==> src/rtl/ubgp_consts.vh <==
// Constants for the four-pin general purpose port block
`ifndef UBGP_CONSTS_VH
`define UBGP_CONSTS_VH

// Register byte offsets
`define UBGP_OFF_CTRL 12'h000
`define UBGP_OFF_DIR 12'h004
`define UBGP_OFF_OUT 12'h008
`define UBGP_OFF_IN 12'h00C
`define UBGP_OFF_FUNC 12'h010
`define UBGP_OFF_STAT 12'h014
`define UBGP_OFF_MASK 12'h018

// Control fields
`define UBGP_CTRL_MODE_LSB 0
`define UBGP_CTRL_MODE_MSB 1
`define UBGP_CTRL_IRQ_EN_BIT 4
`define UBGP_CTRL_FALL_BIT 5

// Configuration modes that open the port pipe
`define UBGP_MODE_ZERO 2'h0
`define UBGP_MODE_ONE 2'h1

// Pin function codes, three bits per pin
`define UBGP_FN_GPIO 3'h0
`define UBGP_FN_SSEL 3'h1
`define UBGP_FN_TWOWIRE 3'h2
`define UBGP_FN_SUSPEND 3'h3
`define UBGP_FN_WAKEUP 3'h4
`define UBGP_FN_IRQ 3'h5

// Status bits
`define UBGP_STAT_EDGE_BIT 0

// Reset values
`define UBGP_RST_WORD 32'h0000_0000
`define UBGP_RST_FUNC 12'h000
`define UBGP_RST_MODE 2'h3

// AXI responses
`define UBGP_RESP_OKAY 2'h0
`define UBGP_RESP_SLVERR 2'h2

`endif

==> src/rtl/ubgp_port.v <==
// Four-pin general purpose port with AXI4-Lite registers
`timescale 1ns/1ps
`include "ubgp_consts.vh"

module ubgp_port
(
  // Clock and reset
  input wire aclk,
  input wire aresetn,
  input wire clk_en,
  // Device configuration mode
  input wire [1:0] config_mode,
  // Stored trigger edge parameter, 1 selects falling
  input wire nv_edge_fall,
  // Write address channel
  input wire [11:0] s_axi_awaddr,
  input wire s_axi_awvalid,
  output reg s_axi_awready,
  // Write data channel
  input wire [31:0] s_axi_wdata,
  input wire [3:0] s_axi_wstrb,
  input wire s_axi_wvalid,
  output reg s_axi_wready,
  // Write response channel
  output reg [1:0] s_axi_bresp,
  output reg s_axi_bvalid,
  input wire s_axi_bready,
  // Read address channel
  input wire [11:0] s_axi_araddr,
  input wire s_axi_arvalid,
  output reg s_axi_arready,
  // Read data channel
  output reg [31:0] s_axi_rdata,
  output reg [1:0] s_axi_rresp,
  output reg s_axi_rvalid,
  input wire s_axi_rready,
  // Port pins
  input wire [3:0] general_io_i,
  output reg [3:0] general_io_o,
  output reg [3:0] general_io_oe,
  // Alternate function selects per pin
  output reg [11:0] pin_func,
  // Interrupt
  output reg irq
);

  // ------------------------------------------------------------
  // State and decode nets
  // ------------------------------------------------------------
  reg [1:0] mode_q;
  reg irq_en_q;
  reg fall_q;
  reg [3:0] dir_q;
  reg [3:0] out_q;
  reg [11:0] func_q;
  reg stat_q;
  reg mask_q;
  reg [3:0] sync1_q;
  reg [3:0] sync2_q;
  reg [3:0] prev_q;
  reg [11:0] awaddr_q;
  reg aw_have_q;
  reg [31:0] wdata_q;
  reg [3:0] wstrb_q;
  reg w_have_q;
  reg fall_seen_q;

  wire pipe_on;
  wire [3:0] gpio_pin;
  wire irq_pin;
  wire edge_hit;
  wire wr_go;
  wire wr_mapped;
  wire wr_ctrl;
  wire wr_dir;
  wire wr_out;
  wire wr_func;
  wire wr_stat;
  wire wr_mask;
  wire stat_d;
  reg [31:0] rd_word;
  reg rd_ok;
  wire [11:0] rd_addr;

  // ------------------------------------------------------------
  // Pipe and pin decode
  // ------------------------------------------------------------
  // Pipe open only in the two port modes
  assign pipe_on = (mode_q == `UBGP_MODE_ZERO) || (mode_q == `UBGP_MODE_ONE);

  // Code 0 in a function field means plain general I/O
  genvar g;
  generate
    for (g = 0; g < 4; g = g + 1)
    begin : g_pin
      assign gpio_pin[g] = (func_q[3*g+2:3*g] == `UBGP_FN_GPIO);
    end
  endgenerate

  assign irq_pin = (func_q[11:9] == `UBGP_FN_IRQ) && irq_en_q;
  // The second stage and its delayed copy in prev_q feed the edge compare
  assign edge_hit = irq_pin && pipe_on &&
                    (fall_q ? (prev_q[3] & ~sync2_q[3]) : (~prev_q[3] & sync2_q[3]));

  // ------------------------------------------------------------
  // Write decode
  // ------------------------------------------------------------
  // Write path: address and data captured in either order
  assign wr_go = aw_have_q && w_have_q && !s_axi_bvalid;
  assign wr_ctrl = wr_go && (awaddr_q == `UBGP_OFF_CTRL);
  assign wr_dir = wr_go && (awaddr_q == `UBGP_OFF_DIR) && pipe_on;
  assign wr_out = wr_go && (awaddr_q == `UBGP_OFF_OUT) && pipe_on;
  assign wr_func = wr_go && (awaddr_q == `UBGP_OFF_FUNC) && pipe_on;
  assign wr_stat = wr_go && (awaddr_q == `UBGP_OFF_STAT);
  assign wr_mask = wr_go && (awaddr_q == `UBGP_OFF_MASK);
  assign wr_mapped = wr_ctrl || wr_stat || wr_mask ||
                     (pipe_on && ((awaddr_q == `UBGP_OFF_DIR) || (awaddr_q == `UBGP_OFF_OUT) ||
                     (awaddr_q == `UBGP_OFF_FUNC) || (awaddr_q == `UBGP_OFF_IN)));

  // New edges win over a clear in the same cycle
  assign stat_d = edge_hit || (stat_q && !(wr_stat && wstrb_q[0] && wdata_q[`UBGP_STAT_EDGE_BIT]));

  // ------------------------------------------------------------
  // Read decode
  // ------------------------------------------------------------
  // Low address bits ignored, as on the write side
  assign rd_addr = {s_axi_araddr[11:2], 2'b00};

  always @*
  begin
    rd_word = `UBGP_RST_WORD;
    rd_ok = 1'b1;
    case (rd_addr)
      `UBGP_OFF_CTRL:
      begin
        rd_word[`UBGP_CTRL_MODE_MSB:`UBGP_CTRL_MODE_LSB] = mode_q;
        rd_word[`UBGP_CTRL_IRQ_EN_BIT] = irq_en_q;
        rd_word[`UBGP_CTRL_FALL_BIT] = fall_q;
      end
      `UBGP_OFF_DIR:
      begin
        rd_word[3:0] = dir_q;
        rd_ok = pipe_on;
      end
      `UBGP_OFF_OUT:
      begin
        rd_word[3:0] = out_q;
        rd_ok = pipe_on;
      end
      `UBGP_OFF_IN:
      begin
        rd_word[3:0] = sync2_q;
        rd_ok = pipe_on;
      end
      `UBGP_OFF_FUNC:
      begin
        rd_word[11:0] = func_q;
        rd_ok = pipe_on;
      end
      `UBGP_OFF_STAT: rd_word[`UBGP_STAT_EDGE_BIT] = stat_q;
      `UBGP_OFF_MASK: rd_word[`UBGP_STAT_EDGE_BIT] = mask_q;
      default: rd_ok = 1'b0;
    endcase
    if (!rd_ok)
    begin
      rd_word = `UBGP_RST_WORD;
    end
  end

  // ------------------------------------------------------------
  // Clocked state
  // ------------------------------------------------------------
  always @(posedge aclk)
  begin
    if (!aresetn)
    begin
      mode_q <= `UBGP_RST_MODE;
      irq_en_q <= 1'b0;
      fall_q <= 1'b0;
      fall_seen_q <= 1'b0;
      dir_q <= 4'h0;
      out_q <= 4'h0;
      func_q <= `UBGP_RST_FUNC;
      stat_q <= 1'b0;
      mask_q <= 1'b0;
      sync1_q <= 4'h0;
      sync2_q <= 4'h0;
      prev_q <= 4'h0;
      awaddr_q <= 12'h000;
      aw_have_q <= 1'b0;
      wdata_q <= `UBGP_RST_WORD;
      wstrb_q <= 4'h0;
      w_have_q <= 1'b0;
      s_axi_awready <= 1'b0;
      s_axi_wready <= 1'b0;
      s_axi_bvalid <= 1'b0;
      s_axi_bresp <= `UBGP_RESP_OKAY;
      s_axi_arready <= 1'b0;
      s_axi_rvalid <= 1'b0;
      s_axi_rresp <= `UBGP_RESP_OKAY;
      s_axi_rdata <= `UBGP_RST_WORD;
      general_io_o <= 4'h0;
      general_io_oe <= 4'h0;
      pin_func <= `UBGP_RST_FUNC;
      irq <= 1'b0;
    end
    else if (clk_en)
    begin
      // Mode and stored edge caught after reset release, not under reset
      mode_q <= config_mode;
      if (!fall_seen_q)
      begin
        fall_q <= nv_edge_fall;
        fall_seen_q <= 1'b1;
      end
      // ------------------------------------------------------------
      // Synchronisers
      // ------------------------------------------------------------
      sync1_q <= general_io_i;
      sync2_q <= sync1_q;
      prev_q <= sync2_q;
      // ------------------------------------------------------------
      // Write address and data
      // ------------------------------------------------------------
      s_axi_awready <= !aw_have_q && !s_axi_awready && s_axi_awvalid;
      if (s_axi_awvalid && s_axi_awready)
      begin
        awaddr_q <= {s_axi_awaddr[11:2], 2'b00};
        aw_have_q <= 1'b1;
      end
      s_axi_wready <= !w_have_q && !s_axi_wready && s_axi_wvalid;
      if (s_axi_wvalid && s_axi_wready)
      begin
        wdata_q <= s_axi_wdata;
        wstrb_q <= s_axi_wstrb;
        w_have_q <= 1'b1;
      end
      if (wr_go)
      begin
        aw_have_q <= 1'b0;
        w_have_q <= 1'b0;
        s_axi_bvalid <= 1'b1;
        s_axi_bresp <= wr_mapped ? `UBGP_RESP_OKAY : `UBGP_RESP_SLVERR;
      end
      else if (s_axi_bvalid && s_axi_bready)
      begin
        s_axi_bvalid <= 1'b0;
      end
      if (wr_ctrl && wstrb_q[0])
      begin
        irq_en_q <= wdata_q[`UBGP_CTRL_IRQ_EN_BIT];
      end
      if (wr_dir && wstrb_q[0])
      begin
        dir_q <= wdata_q[3:0];
      end
      if (wr_out && wstrb_q[0])
      begin
        out_q <= wdata_q[3:0];
      end
      if (wr_func && wstrb_q[0])
      begin
        func_q[7:0] <= wdata_q[7:0];
      end
      if (wr_func && wstrb_q[1])
      begin
        func_q[11:8] <= wdata_q[11:8];
      end
      if (wr_mask && wstrb_q[0])
      begin
        mask_q <= wdata_q[`UBGP_STAT_EDGE_BIT];
      end
      stat_q <= stat_d;
      irq <= stat_d && mask_q;
      // ------------------------------------------------------------
      // Read channel, one cycle after address accept
      // ------------------------------------------------------------
      s_axi_arready <= !s_axi_arready && !s_axi_rvalid && s_axi_arvalid;
      if (s_axi_arvalid && s_axi_arready)
      begin
        s_axi_rvalid <= 1'b1;
        s_axi_rdata <= rd_word;
        s_axi_rresp <= rd_ok ? `UBGP_RESP_OKAY : `UBGP_RESP_SLVERR;
      end
      else if (s_axi_rvalid && s_axi_rready)
      begin
        s_axi_rvalid <= 1'b0;
      end
      // ------------------------------------------------------------
      // Pins: output drive only for general I/O pins while pipe is open
      // ------------------------------------------------------------
      general_io_o <= out_q;
      general_io_oe <= dir_q & gpio_pin & {4{pipe_on}};
      pin_func <= func_q;
    end
  end

endmodule

==> config.mk <==
export PLATFORM = sky130hd
export DESIGN_NAME = ubgp_port
export DESIGN_NICKNAME = d
export VERILOG_FILES = /design/src/rtl/ubgp_port.v
export VERILOG_INCLUDE_DIRS = /design/src /design/src/rtl
export SDC_FILE = /design/constraint.sdc
export NUM_CORES = 1
export LEC_CHECK = 0
export BUFFER_PORTS_ARGS = -buffer_cell sky130_fd_sc_hd__buf_2
export CORE_UTILIZATION = 40
export CTS_CLUSTER_SIZE = 25
export DETAILED_ROUTE_END_ITERATION = 12
export HOLD_SLACK_MARGIN = 0.08
export PLACE_DENSITY = 0.67
export SYNTH_ARGS = -nofsm -noshare
export SYNTH_HDL_FRONTEND = slang
export SYNTH_SLANG_ARGS = --single-unit
==> constraint.sdc <==
create_clock -name aclk -period 1.7 [get_ports aclk]
set_clock_uncertainty 0.05 [all_clocks]
set_input_delay 0.425 -clock aclk [delete_from_list [all_inputs] [get_ports aclk]]
set_output_delay 0.425 -clock aclk [all_outputs]
set_load 0.01 [all_outputs]
**After elaboration in Yosys (flattened, before gate mapping)**

Cells that the tools add are included.

- Flip-flop bits (word level): 127
- Output and inout port bits: 62
- Word-level logic and storage cells: 149

- Bitwise operators: 7
- Eq/ne operators: 14
- Mux-type cells: 18
- Reductions and logical operators: 80

Operator list:

| kind | number |
|---|---|
| 10-bit by 3-bit == test with 1-bit output (second input constant) | 6 |
| 10-bit by 2-bit == test with 1-bit output (second input constant) | 4 |
| 1-bit logical AND | 36 |
| 2-bit AND reduction | 15 |
| 12-bit logical NOT | 2 |
| 10-bit by 1-bit == test with 1-bit output (second input constant) | 2 |
| 3-bit logical NOT | 4 |
| 12-bit 2-to-1 mux | 1 |
| 1-bit 2-to-1 mux | 9 |
| 4-bit AND | 2 |
| 1-bit logical NOT | 8 |
| 1-bit logical OR | 8 |
| 2-bit one-hot mux with 4 select lines | 1 |
| 2-bit nonzero test | 4 |
| 1-bit one-hot mux with 7 select lines | 1 |
| 6-bit 2-to-1 mux | 1 |
| 1-bit one-hot mux with 5 select lines | 1 |
| 2-bit 2-to-1 mux | 2 |
| 2-bit one-hot mux with 2 select lines | 1 |
| 4-bit OR reduction | 1 |
| 3-bit == test (second input constant) | 1 |
| 1-bit inverter | 3 |
| 3-bit OR reduction | 1 |
| 1-bit AND | 2 |
| 3 further kinds | 3 |

**Depth between registers and ports, before layout**

Gate-level depths: netlist (run 1).

- Depth in word-level cells: 9
- Gate-level depth with buffers: 6
- Gate-level depth less buffers: 5

**Worst setup path after synthesis (run 1)**

OpenSTA, ideal clock, no wires.

- Path kind: input-to-reg
- Start: in s_axi_araddr[8]
- End: reg s_axi_rdata[10]
- Arrival: 1.755 ns
- Setup time: 0.060 ns
- Required time: 1.590 ns
- Stages: 5
- Buffers on the path: 0
- Slack: -0.165 ns
- Path through: or4_4 > nor4_4 > nand4_4 > nor4_4 > a22o_1

- Longest elaborated chain between the ends: 4
- Elaborated cells on any way between the ends: 12
- Classes of those cells: 6 x eq/ne; 3 x mux; 3 x reduce/logical

RTL lines:

| element | line | RTL |
|---|---|---|
| start, declared | ubgp_port.v:29 | `input wire [11:0] s_axi_araddr,` |
| 10-bit by 3-bit == test with 1-bit output (tied with other cells) | ubgp_port.v:133 | `case (rd_addr)` |
| 4-bit OR reduction (no source line) or 3-bit OR reduction (tied branches) | - |  |
| 1-bit one-hot mux with 2 select lines | ubgp_port.v:133 |  |
| 12-bit 2-to-1 mux (*) | ubgp_port.v:164 | `if (!rd_ok)` |
| end signal, assigned | ubgp_port.v:201 | `` s_axi_rdata <= `UBGP_RST_WORD; `` |
| end signal, assigned | ubgp_port.v:282 | `s_axi_rdata <= rd_word;` |
| end, declared | ubgp_port.v:33 | `output reg [31:0] s_axi_rdata,` |

Every way passes the cells marked *; elsewhere a longest branch is shown, timed or not.
A chain may end at the register's enable or synchronous reset.

**Worst setup path in the final report (run 1)**

- Start: reg awaddr_q[10]
- End: reg func_q[6]

- Longest elaborated chain between the ends: 5

RTL lines:

| element | line | RTL |
|---|---|---|
| start, declared | ubgp_port.v:61 | `reg [11:0] awaddr_q;` |
| start signal, assigned | ubgp_port.v:228 | `awaddr_q <= {s_axi_awaddr[11:2], 2'b00};` |
| 10-bit by 3-bit == test with 1-bit output (no source line) | - |  |
| 1-bit logical AND (2 in series) | ubgp_port.v:113 | `` assign wr_func = wr_go && (awaddr_q == `UBGP_OFF_FUNC) && pipe_on; `` |
| 1-bit logical AND | ubgp_port.v:261 | `if (wr_func && wstrb_q[0])` |
| 2-bit AND reduction (no source line) | - |  |
| end signal, assigned | ubgp_port.v:183 | `` func_q <= `UBGP_RST_FUNC; `` |
| end signal, assigned | ubgp_port.v:263 | `func_q[7:0] <= wdata_q[7:0];` |
| end, declared | ubgp_port.v:55 | `reg [11:0] func_q;` |

Every way passes these cells.

==> Flow_metrics.wiki, run 1 <==
{| class="wikitable"
! Metric !! Value
|-
| Status || finished, violations left
|-
| Failing checks || setup timing
|-
| Total met3 wirelength after detailed routing || 544 microns
|-
| Most frequently used flop master after synthesis || sky130_fd_sc_hd__dfxtp_1
|-
| Synth Cell Area || around 4500 sq um
|-
| Vertical die dimension || 108 microns
|-
| Critical path type || flop to flop
|-
| Total power per unit cell area || 786 nW/um^2
|-
| Overflow after GRT || 0
|-
| Cells on worst reg2reg path || 6
|-
| Total wire length after detailed routing || 10,300 microns
|-
| Crit path cell chain || or4_4, nor3_4, buf_4, nand4b_4, nand3_1, o21ai_1
|-
| # rows || 38
|-
| Worst Setup Start Kind || flop
|-
| FF+latch count, synth || between 100 and 150
|-
| Distinct cell type count of the synthesized netlist || 48
|-
| Fraction of synthesis flops using an asynchronous set or reset pin || 0%
|-
| Worst vdd ir || 0.390 mV
|-
| Vias per cell || between 4 and 5
|-
| Horizontal extent of the die || 108 microns
|-
| Fin crit share || 106%
|-
| Achievable Freq || 557 MHz
|-
| Last weighted congestion value of the routability-driven placer || 0.817
|-
| Min-Delay Path Class || input port to flop
|-
| Area of the core || 10,900 sq um
|-
| Largest delay contributor family on the critical path || simple AND/OR/NAND/NOR gates
|-
| Number of clock buffers inserted by TritonCTS || 9
|-
| Num Clock Sinks || 102
|-
| Diode insertion count for antenna repair || 0
|-
| Cell types occupying the most area after synthesis || sky130_fd_sc_hd__dfxtp_1 45%, sky130_fd_sc_hd__mux2i_1 10%, sky130_fd_sc_hd__nand2_1 6.9%
|-
| Cell type of the slowest stage on the worst timing path || sky130_fd_sc_hd__or4_4
|-
| Die area || 11,700 sq um
|-
| Number of fillers in the final layout || 1,042
|-
| Average cell area after synthesis || 9.40 sq um
|-
| Post-synth top cells || 102 x sky130_fd_sc_hd__dfxtp_1, 83 x sky130_fd_sc_hd__nand2_1, 45 x sky130_fd_sc_hd__mux2i_1, 44 x sky130_fd_sc_hd__nor2b_1, 30 x sky130_fd_sc_hd__a21boi_0
|-
| Critical path capture point type || flop
|-
| Count of buffer and inverter cells on the critical path || 1
|-
| Worst-path clk slew || 0.09 ns
|-
| H-tree Lvls || 3
|-
| Global Route Usage Sum || 18.6%
|-
| Count of placed standard cells including taps || 718
|-
| Final-report hold violation count || 0
|-
| Total of warnings raised by yosys || 0
|-
| Top-level I/O count || between 100 and 150
|-
| Setup repair after global routing missed its margin || yes
|-
| Met2 wirelength from detailed routing || around 4700 microns
|-
| Share of cells above drive strength 1 || roughly 28%
|-
| Clk root buf || sky130_fd_sc_hd__clkbuf_8
|-
| Total number of vias || 3,639
|-
| Synthesis-to-layout area growth || 23.2%
|-
| Max-slew violation count || 0
|-
| Pin count of the biggest net entering global routing || 67
|-
| Topmost layer with routed signal wires || met4
|-
| Clock tree from TritonCTS || done
|-
| Post-Synthesis Cells || 478
|-
| Crit. path cell count || 6
|-
| Hold Path Cell Cnt || 3
|-
| Total power || about 4.4 mW
|-
| Total number of nets in the final design || around 670
|-
| Met1 wire length || 4880 microns
|-
| Setup-failing EPs final || 21
|-
| Post-detailed-route DRC marker count || 0
|-
| Total half-perimeter wirelength after legalization and detailed placement || between 7000 and 8000 microns
|-
| CTS hold repair buffers || 0
|-
| Min cycle time layout || 1.79 ns
|-
| First-pass GRT wire length || 16,800 microns
|-
| Starting density of the core || 41.3%
|-
| Critical path required time || around 1.9 ns
|-
| Leakage || 2.39 nW
|-
| Endpoint arrival time on the critical path || 2.00 ns
|-
| Layout Cells excl Fill || 737
|-
| Worst-path fanout max || 8
|-
| Most common cell in the netlist || sky130_fd_sc_hd__dfxtp_1
|-
| Number of nets still failing antenna checks after routing || 0
|-
| Number of global-route vias before repair || 3,454
|-
| Count of max-cap constraint violations || 0
|-
| Final core utilization || about half
|-
| Count of TritonRoute iterations in the first routing pass || 4
|-
| Number of DRC markers in iteration 0 || ~140
|-
| Sequential share of the synthesized area || 45.4%
|-
| Number of synthesized flops with an enable pin || 0
|-
| IO buf count || 88
|-
| Clock tree buffer depth || 2
|-
| Insertion delay to the later sink of the worst-skew pair || ~0.37 ns
|-
| Antenna violations before repair || 0
|-
| CP max stage delay || 0.61 ns
|-
| Post-DR wirelength/cell || 13.9 microns
|-
| Least setup slack across all paths after layout || -0.0941 ns
|-
| Top cell type by total area after synthesis || sky130_fd_sc_hd__dfxtp_1
|-
| Share of Yosys cell area claimed by the top area cell type || a little under half
|}
[power by group]
part	total (mW)	internal [mW]	leakage (nW)	switching, mW
combinational	0.373	0.182	1.46	0.191
sequential	2.45	2.42	0.825	0.0268
clock	1.53	0.725	0.104	0.808
[per-stage QoR]
stage	TNS [ns]	hold WS, ns	area (sq um)	setup WS [ns]
6_report	-1.11	0.232	5540	-0.0941
3_3_place_gp	-4.51	0.384	5260	-0.347
3_5_place_dp	-5.38	0.394	5260	-0.373
4_1_cts	-1.13	0.208	5500	-0.0904
2_1_floorplan	-1.11	0.378	4590	-0.165
5_1_grt	-2.68	0.218	5540	-0.158
[cell type report]
type,count,area (sq um),share of cell area (%)
multi-input combinational,346,2300,41.5
inverter,2,7.51,0.136
tap,140,175,3.16
timing repair buffer,131,818,14.8
clock inverter,5,57.6,1.04
clock buffer,11,141,2.55
sequential,102,2040,36.9
[registers in the layout, indices dropped and copies added (netlist names), 10 cells and up]
signal	count
wdata_q	12
s_axi_rdata	12
pin_func	12
func_q	12
awaddr_q	10
[tightest hold or removal path: stages]
cell                      delay, ns
sky130_fd_sc_hd__buf_2         0.08
sky130_fd_sc_hd__mux2i_1       0.06
sky130_fd_sc_hd__nand2_1       0.06
[cell usage in the layout (no fill, tap or decap), types with 5 or more instances in the layout]
| master | instances |
|---|---|
| sky130_fd_sc_hd__nand4_1 | 5 |
| sky130_fd_sc_hd__nand2b_1 | 7 |
| sky130_fd_sc_hd__a22o_1 | 6 |
| sky130_fd_sc_hd__o21ai_1 | 10 |
| sky130_fd_sc_hd__nand2_1 | 83 |
| sky130_fd_sc_hd__o21a_1 | 5 |
| sky130_fd_sc_hd__mux2i_1 | 43 |
| sky130_fd_sc_hd__clkbuf_8 | 10 |
| sky130_fd_sc_hd__nand3_1 | 12 |
| sky130_fd_sc_hd__nor2b_1 | 44 |
| sky130_fd_sc_hd__buf_4 | 37 |
| sky130_fd_sc_hd__conb_1 | 22 |
| sky130_fd_sc_hd__buf_2 | 87 |
| sky130_fd_sc_hd__o21ai_0 | 9 |
| sky130_fd_sc_hd__nor2_1 | 11 |
| sky130_fd_sc_hd__dfxtp_1 | 101 |
| sky130_fd_sc_hd__a21boi_0 | 30 |
[layer usage]
| layer | up-vias | track usage, % |
|---|---|---|
| met5 | - | 0 |
| met4 | 0 | 6.75 |
| met3 | 9 | 3.68 |
| met2 | 99 | 30.2 |
| met1 | 1700 | 24.5 |
| li1 | 1831 | - |
[cell families (layout without fill, tap and decap cells)]
family / after synthesis / count (layout) / share of synthesized area [%]
AND/OR/NAND/NOR: 198 / 199 / 24.4
flip-flops: 102 / 102 / 45.4
AO/OA/AOI/OAI: 73 / 73 / 11.2
buffers and inverters: 52 / 149 / 6.74
multiplexers: 50 / 50 / 11.8
XOR/XNOR: 2 / 2 / 0.390
other: 1 / 22 / 0.0834
[path summary, 6_finish.rpt]
kind	from	endpoint	slack, ns
worst max-delay path	awaddr_q[10]	func_q[6]	-0.09
worst min-delay path	config_mode[0]	mode_q[0]	0.23
worst max register to register	awaddr_q[10]	func_q[6]	-0.09
worst min register to register	s_axi_rdata[2]	s_axi_rdata[2]	0.41
[what timing repair did]
action                     CTS  global route
gates cloned                 1             0
resized for setup            6             6
pin swaps                    2             5
setup endpoints to repair   21            30
setup buffers                0             2
(Power assumes the default switching activity.)
==> inputs of run 2 (changes only) <==
Settings changed: CORE_UTILIZATION 40 to 46, PLACE_DENSITY 0.67 to 0.76, SLEW_MARGIN set to 25.
==> run 2 against run 1 <==
  * The run still ends with setup timing left
  * Global-route usage rose by 2.9 points
  * Clock power increased by 13%
  * Register-to-register slack worse by 0.04 ns
  * Total power rose by 4.9%
  * Worst setup slack lost 0.041 ns
  * Wire length is 1.3% higher
  * Design area up 1.9%
  * Combinational power grew 5.4%
  * Via count up 3.0%
  * Core utilization rose by 9.4 points
  * Sequential cell count did not move
==> Flow_metrics.wiki, run 2 (same netlist as run 1, synthesis figures left out) <==
{| class="wikitable"
! Metric !! Value
|-
| Number of nets still failing antenna checks after routing || 0 (unchanged)
|-
| Total number of vias || 3,748 (+3.0%)
|-
| Diode insertion count for antenna repair || 0 (unchanged)
|-
| Leakage || 2.42 nW (+1.6%)
|-
| Die area || 10,200 sq um (-13%)
|-
| Top-level I/O count || 137 (unchanged)
|-
| Worst slack on hold paths || 0.228 ns (-0.00376 ns)
|-
| Clock tree buffer depth || 2 (unchanged)
|-
| Horizontal extent of the die || 101 microns (-6.6%)
|-
| Number of global-route vias before repair || 3,538 (+2.4%)
|-
| Total number of nets in the final design || 671 (+0.60%)
|-
| Min cycle time layout || 1.84 ns (+0.0411 ns)
|-
| Share of cells above drive strength 1 || 29.5% (+1.5 points)
|-
| Count of max-cap constraint violations || 0 (unchanged)
|-
| Fin crit share || 108% (+2.4 points)
|-
| Overflow after GRT || 0 (unchanged)
|-
| Count of TritonRoute iterations in the first routing pass || 5 (+1)
|-
| Endpoint arrival time on the critical path || 2.05 ns (+0.05 ns)
|-
| Post-DR wirelength/cell || 14.2 microns (+2.3%)
|-
| Num Clock Sinks || 102 (unchanged)
|-
| Pin count of the biggest net entering global routing || 50 (-25%)
|-
| Critical path type || flop to flop
|-
| Setup Total Neg Slack || -1.86 ns (-0.748 ns)
|-
| Total wire length after detailed routing || 10,400 microns (+1.3%)
|-
| Clk root buf || sky130_fd_sc_hd__clkbuf_8
|-
| Last weighted congestion value of the routability-driven placer || 0.891 (+9.1%)
|-
| Global Route Usage Sum || 21.5% (+2.9 points)
|-
| Total half-perimeter wirelength after legalization and detailed placement || 7560 microns (about the same)
|-
| Vias per cell || 5.13 (+4.0%)
|-
| Max-slew violation count || 0 (unchanged)
|-
| Worst vdd ir || 0.368 mV (-5.7%)
|-
| Worst-path clk slew || 0.10 ns (about the same)
|-
| CTS hold repair buffers || 0 (unchanged)
|-
| Starting density of the core || 48.0% (+6.7 points)
|-
| Vertical die dimension || 101 microns (-6.6%)
|-
| Status || finished, violations left
|-
| Number of clock buffers inserted by TritonCTS || 9 (unchanged)
|-
| Critical path capture point type || flop
|-
| Most used cells in the layout excluding fill and tap cells || 102 x sky130_fd_sc_hd__dfxtp_1, 87 x sky130_fd_sc_hd__buf_2, 83 x sky130_fd_sc_hd__nand2_1
|-
| Setup repair after global routing missed its margin || yes
|-
| # rows || 35 (-7.9%)
|-
| Final-report hold violation count || 0 (unchanged)
|-
| Least setup slack across all paths after layout || -0.135 ns (-0.0411 ns)
|-
| Antenna violations before repair || 0 (unchanged)
|-
| Area of the core || 9370 sq um (-14%)
|-
| Worst-case register-to-register setup slack || -0.14 ns (-0.04 ns)
|-
| Failing checks || setup timing
|-
| IO buf count || 88 (unchanged)
|-
| Setup-failing EPs final || 21 (unchanged)
|-
| Total power || 4.56 mW (+4.9%)
|-
| Worst-path fanout max || 8 (unchanged)
|-
| Min-Delay Path Class || input port to flop
|-
| Number of DRC markers in iteration 0 || 142 (+4.4%)
|-
| Synthesis-to-layout area growth || 25.6%
|-
| Insertion delay to the later sink of the worst-skew pair || 0.37 ns (about the same)
|-
| H-tree Lvls || 3 (unchanged)
|-
| Clock tree from TritonCTS || done
|-
| Total power per unit cell area || 809 nW/um^2 (+2.9%)
|-
| Worst Setup Start Kind || flop
|-
| Achievable Freq || 545 MHz (-2.2%)
|-
| Critical path required time || 1.91 ns (about the same)
|-
| Post-detailed-route DRC marker count || 0 (unchanged)
|-
| First-pass GRT wire length || 17,100 microns (+1.2%)
|-
| Most common library cell in the layout ignoring fill and taps || sky130_fd_sc_hd__dfxtp_1
|}
run 2: cell count changes in the layout (fill, tap and decap cells not counted), sizes merged:
cell / change
inv: +1
clkinvlp: +1
bufinv: +1
buf: +4
clkinv: -1
clkbuf: -2
run 2: layout make-up:
cell class | count | area [sq um]
timing repair buffer | 135 | 877
multi-input combinational | 346 | 2330
tap | 129 | 161
sequential | 102 | 2040
inverter | 2 | 7.51
clock buffer | 9 | 124
fill | 812 | 3730
clock inverter | 7 | 105
run 2: stage by stage:
stage | std cells | worst slack (ns) | instance area, sq um | util [%]
floorplan | 499 | -0.165 | 4590 | -
global placement | 711 | -0.320 | 5290 | 56.4
detailed placement | 711 | -0.413 | 5290 | 56.4
CTS | 729 | -0.112 | 5560 | 59.4
global route | 730 | -0.205 | 5650 | 60.2
finish | 730 | -0.135 | 5650 | 60.2
run 2: final timing paths:
path                                       end      startpoint  cells after the start
worst max-delay path                 func_q[0]    awaddr_q[10]                      6
worst min-delay path                 mode_q[0]  config_mode[0]                      3
worst max register to register       func_q[0]    awaddr_q[10]                      6
worst min register to register  s_axi_rdata[4]  s_axi_rdata[4]                      2
run 2: power breakdown:
| group | internal [mW] | switching, mW | leakage (nW) | total [mW] |
|---|---|---|---|---|
| logic | 0.194 | 0.199 | 1.49 | 0.393 |
| registers | 2.42 | 0.0256 | 0.825 | 2.45 |
| clock network | 0.849 | 0.876 | 0.112 | 1.73 |
| total | 3.46 | 1.10 | 2.42 | 4.56 |
run 2: critical path, cell delays in order, from the launching register on:
cell and delay, ns:
sky130_fd_sc_hd__dfxtp_1 0.33, sky130_fd_sc_hd__or4_4 0.61, sky130_fd_sc_hd__nor3_4 0.17, sky130_fd_sc_hd__buf_6 0.15, sky130_fd_sc_hd__nand4b_4 0.22, sky130_fd_sc_hd__nand3_2 0.14
sky130_fd_sc_hd__o21ai_1 0.07
run 2: metal layers:
metal / track usage [%] / vias to the layer above / part of all wire [%]
met4: 7.47 / 0 / 1.3
met3: 3.68 / 12 / 5.0
met2: 35.2 / 128 / 47
met5: 0 / - / 0
met1: 28.8 / 1771 / 46
li1: - / 1837 / -
run 2: repair_timing:
action | CTS | global route
endpoints found under the setup margin | 25 | 31
pin swaps | 2 | 10
gates cloned | 1 | 0
setup buffers | 1 | 1
gates resized for setup | 5 | 12
==> inputs of run 3 (changes only) <==
Settings changed: SKIP_CTS_REPAIR_TIMING set to 1, TNS_END_PERCENT set to 1.
==> run 3 against run 2 <==
  * Largest power group unchanged
  * Register-to-register slack worse by 0.04 ns
  * Global-route usage is 1.4 points lower
  * Fmax is 2.0% lower
  * The run still ends with setup timing left
  * Core utilization is 2.3 points lower
==> Flow_metrics.wiki, run 3 (same netlist as run 1, synthesis figures left out) <==
{| class="wikitable"
! Metric !! Value
|-
| Fin crit share || 110% (+2.2 points)
|-
| Clock group share of total power || 33.6% (-4.2 points)
|-
| Start of the worst register-to-register path || awaddr_q[10]
|-
| Share of cells above drive strength 1 || 26.9% (-2.5 points)
|-
| Worst-path clk slew || 0.10 ns (about the same)
|-
| Pin count of the biggest net entering global routing || 32 (-36%)
|-
| Total power per unit cell area || 780 nW/um^2 (-3.5%)
|-
| Overflow after GRT || 0 (unchanged)
|-
| Leakage || 2.30 nW (-5.0%)
|-
| Clk root buf || sky130_fd_sc_hd__clkbuf_8
|-
| Least setup slack across all paths after layout || -0.173 ns (-0.0382 ns)
|-
| H-tree Lvls || 3 (unchanged)
|-
| Achievable Freq || 534 MHz (-2.0%)
|-
| Clock tree buffer depth || 2 (unchanged)
|-
| Post-detailed-route DRC marker count || 0 (unchanged)
|-
| Non-Filler Cell Area, Final || 5430 sq um (-3.8%)
|-
| Die area || 10,200 sq um (unchanged)
|-
| Total half-perimeter wirelength after legalization and detailed placement || 7670 microns (+1.5%)
|-
| Count of max-cap constraint violations || 0 (unchanged)
|-
| Critical path required time || 1.91 ns (about the same)
|-
| IO buf count || 88 (unchanged)
|-
| Internal portion of total power || 3.15 mW (-9.1%)
|-
| Cell type of the slowest stage on the worst timing path || sky130_fd_sc_hd__or4_4
|-
| Num Clock Sinks || 102 (unchanged)
|-
| Worst-case register-to-register setup slack || -0.17 ns (-0.04 ns)
|-
| Vertical die dimension || 101 microns (unchanged)
|-
| Total wire length after detailed routing || 10,100 microns (-3.0%)
|-
| Critical path capture point type || flop
|-
| Setup repair after global routing missed its margin || yes
|-
| Crit path cell chain || or4_4, nor3_4, nand4_1, buf_4, o211ai_1, o31ai_1
|-
| Most common library cell in the layout ignoring fill and taps || sky130_fd_sc_hd__dfxtp_1
|-
| CP max stage delay || 0.59 ns (-0.02 ns)
|-
| Crit Reg-Reg Endpoint || mask_q
|-
| Diode insertion count for antenna repair || 0 (unchanged)
|-
| Horizontal extent of the die || 101 microns (unchanged)
|-
| First-pass GRT wire length || 16,100 microns (-5.3%)
|-
| Antenna violations before repair || 0 (unchanged)
|-
| Gate power share || 8.6% (about the same)
|-
| Vias per cell || 4.96 (-3.3%)
|-
| Global Route Usage Sum || 20.1% (-1.4 points)
|-
| Worst-path fanout max || 5 (-3)
|-
| Top-level I/O count || 137 (unchanged)
|-
| Count of TritonRoute iterations in the first routing pass || 4 (-1)
|-
| Cells on worst reg2reg path || 6 (unchanged)
|-
| Status || finished, violations left
|-
| Switching share of power || 25.7% (+1.6 points)
|-
| Most used cells in the layout excluding fill and tap cells || 101 x sky130_fd_sc_hd__dfxtp_1, 87 x sky130_fd_sc_hd__buf_2, 83 x sky130_fd_sc_hd__nand2_1
|-
| Starting density of the core || 48.0% (unchanged)
|-
| Worst Setup Start Kind || flop
|-
| Last weighted congestion value of the routability-driven placer || 0.844 (-5.2%)
|-
| Count of buffer and inverter cells on the critical path || 1 (unchanged)
|-
| Number of fillers in the final layout || 859 (+5.8%)
|-
| Sequential cell area || 2040 sq um (about the same)
|-
| Worst vdd ir || 0.346 mV (-5.9%)
|-
| Setup-failing EPs final || 23 (+9.5%)
|-
| Insertion delay to the later sink of the worst-skew pair || 0.37 ns (about the same)
|-
| Crit path from || awaddr_q[10]
|-
| Largest delay contributor family on the critical path || simple AND/OR/NAND/NOR gates
|-
| Post-DR wirelength/cell || 14.0 microns (-1.7%)
|-
| Switching power || 1.09 mW (-1.0%)
|-
| Critical path type || flop to flop
|-
| Final-report hold violation count || 0 (unchanged)
|-
| Failing checks || setup timing
|-
| Min-Delay Path Class || input port to flop
|-
| Reg power frac || 57.7% (+4.1 points)
|-
| Total number of nets in the final design || 661 (-1.5%)
|-
| Total number of vias || 3,573 (-4.7%)
|-
| Number of global-route vias before repair || 3,387 (-4.3%)
|-
| Max-slew violation count || 0 (unchanged)
|-
| Clock tree from TritonCTS || done
|-
| Post-detailed-placement cell area || 5200 sq um (-1.7%)
|-
| Synthesis-to-layout area growth || 20.8%
|-
| Area occupied by multi-input gates || 2270 sq um (-2.6%)
|-
| Area of the core || 9370 sq um (unchanged)
|-
| Setup Total Neg Slack || -1.86 ns (+0.00192 ns)
|-
| Number of nets still failing antenna checks after routing || 0 (unchanged)
|-
| Endpoint arrival time on the critical path || 2.08 ns (+0.03 ns)
|-
| Number of DRC markers in iteration 0 || 110 (-23%)
|-
| End point of the critical path || mask_q
|-
| # rows || 35 (unchanged)
|-
| Crit. path cell count || 6 (unchanged)
|-
| Number of clock buffers inserted by TritonCTS || 9 (unchanged)
|-
| Min cycle time layout || 1.87 ns (+0.0382 ns)
|}
## run 3: worst min-delay path by stage
stage / from / endpoint / slack [ns] / cells after the start
floorplan: fall_seen_q / fall_seen_q / 0.38 / 1
global placement: fall_seen_q / fall_seen_q / 0.39 / 1
detailed placement: fall_seen_q / fall_seen_q / 0.39 / 1
CTS: config_mode[1] / mode_q[1] / 0.21 / 3
global route: config_mode[0] / mode_q[0] / 0.24 / 3
finish: config_mode[1] / mode_q[1] / 0.23 / 3
## run 3: worst reg2reg max path: cells and delay by family, from the launching register on
kind	cells	cell delay, ns
buffers and inverters	1	0.17
AO/OA/AOI/OAI	2	0.24
AND/OR/NAND/NOR	3	0.98
flip-flops	1	0.33
## run 3: per-stage QoR
stage	setup slack [ns]	hold WS (ns)	utilization (%)	std cells	power (mW)
2_1_floorplan	-0.165	0.378	-	499	2.75
3_3_place_gp	-0.320	0.386	55.4	703	2.85
3_5_place_dp	-0.373	0.391	55.4	703	2.85
4_1_cts	-0.200	0.215	57.4	719	4.24
5_1_grt	-0.220	0.236	58.0	720	4.39
6_report	-0.173	0.230	58.0	720	4.24
## run 3: area by class of cell
cell class / count / share of cell area [%]
Clock inverter: 7 / 1.04
Sequential cell: 102 / 37.6
Clock buffer: 9 / 2.28
Timing Repair Buffer: 126 / 14.2
Inverter: 2 / 0.138
Tap cell: 129 / 2.97
Multi-Input combinational cell: 345 / 41.7
## run 3: power groups by stage
stage	Clock, mW	Sequential (mW)	Combinational, mW
3_5_place_dp	0	2.50	0.354
6_report	1.43	2.45	0.366
4_1_cts	1.44	2.44	0.356
5_1_grt	1.53	2.45	0.402
3_3_place_gp	0	2.50	0.349
2_1_floorplan	0	2.50	0.259
## run 3: layer usage
metal  GRT usage, %  wire length (microns)  up-vias
met1           27.6                   4870     1649
met2           32.7                   4670       99
met5              0                      0        -
li1               -                      -     1814
met3           2.36                    411       11
met4           7.47                    121        0
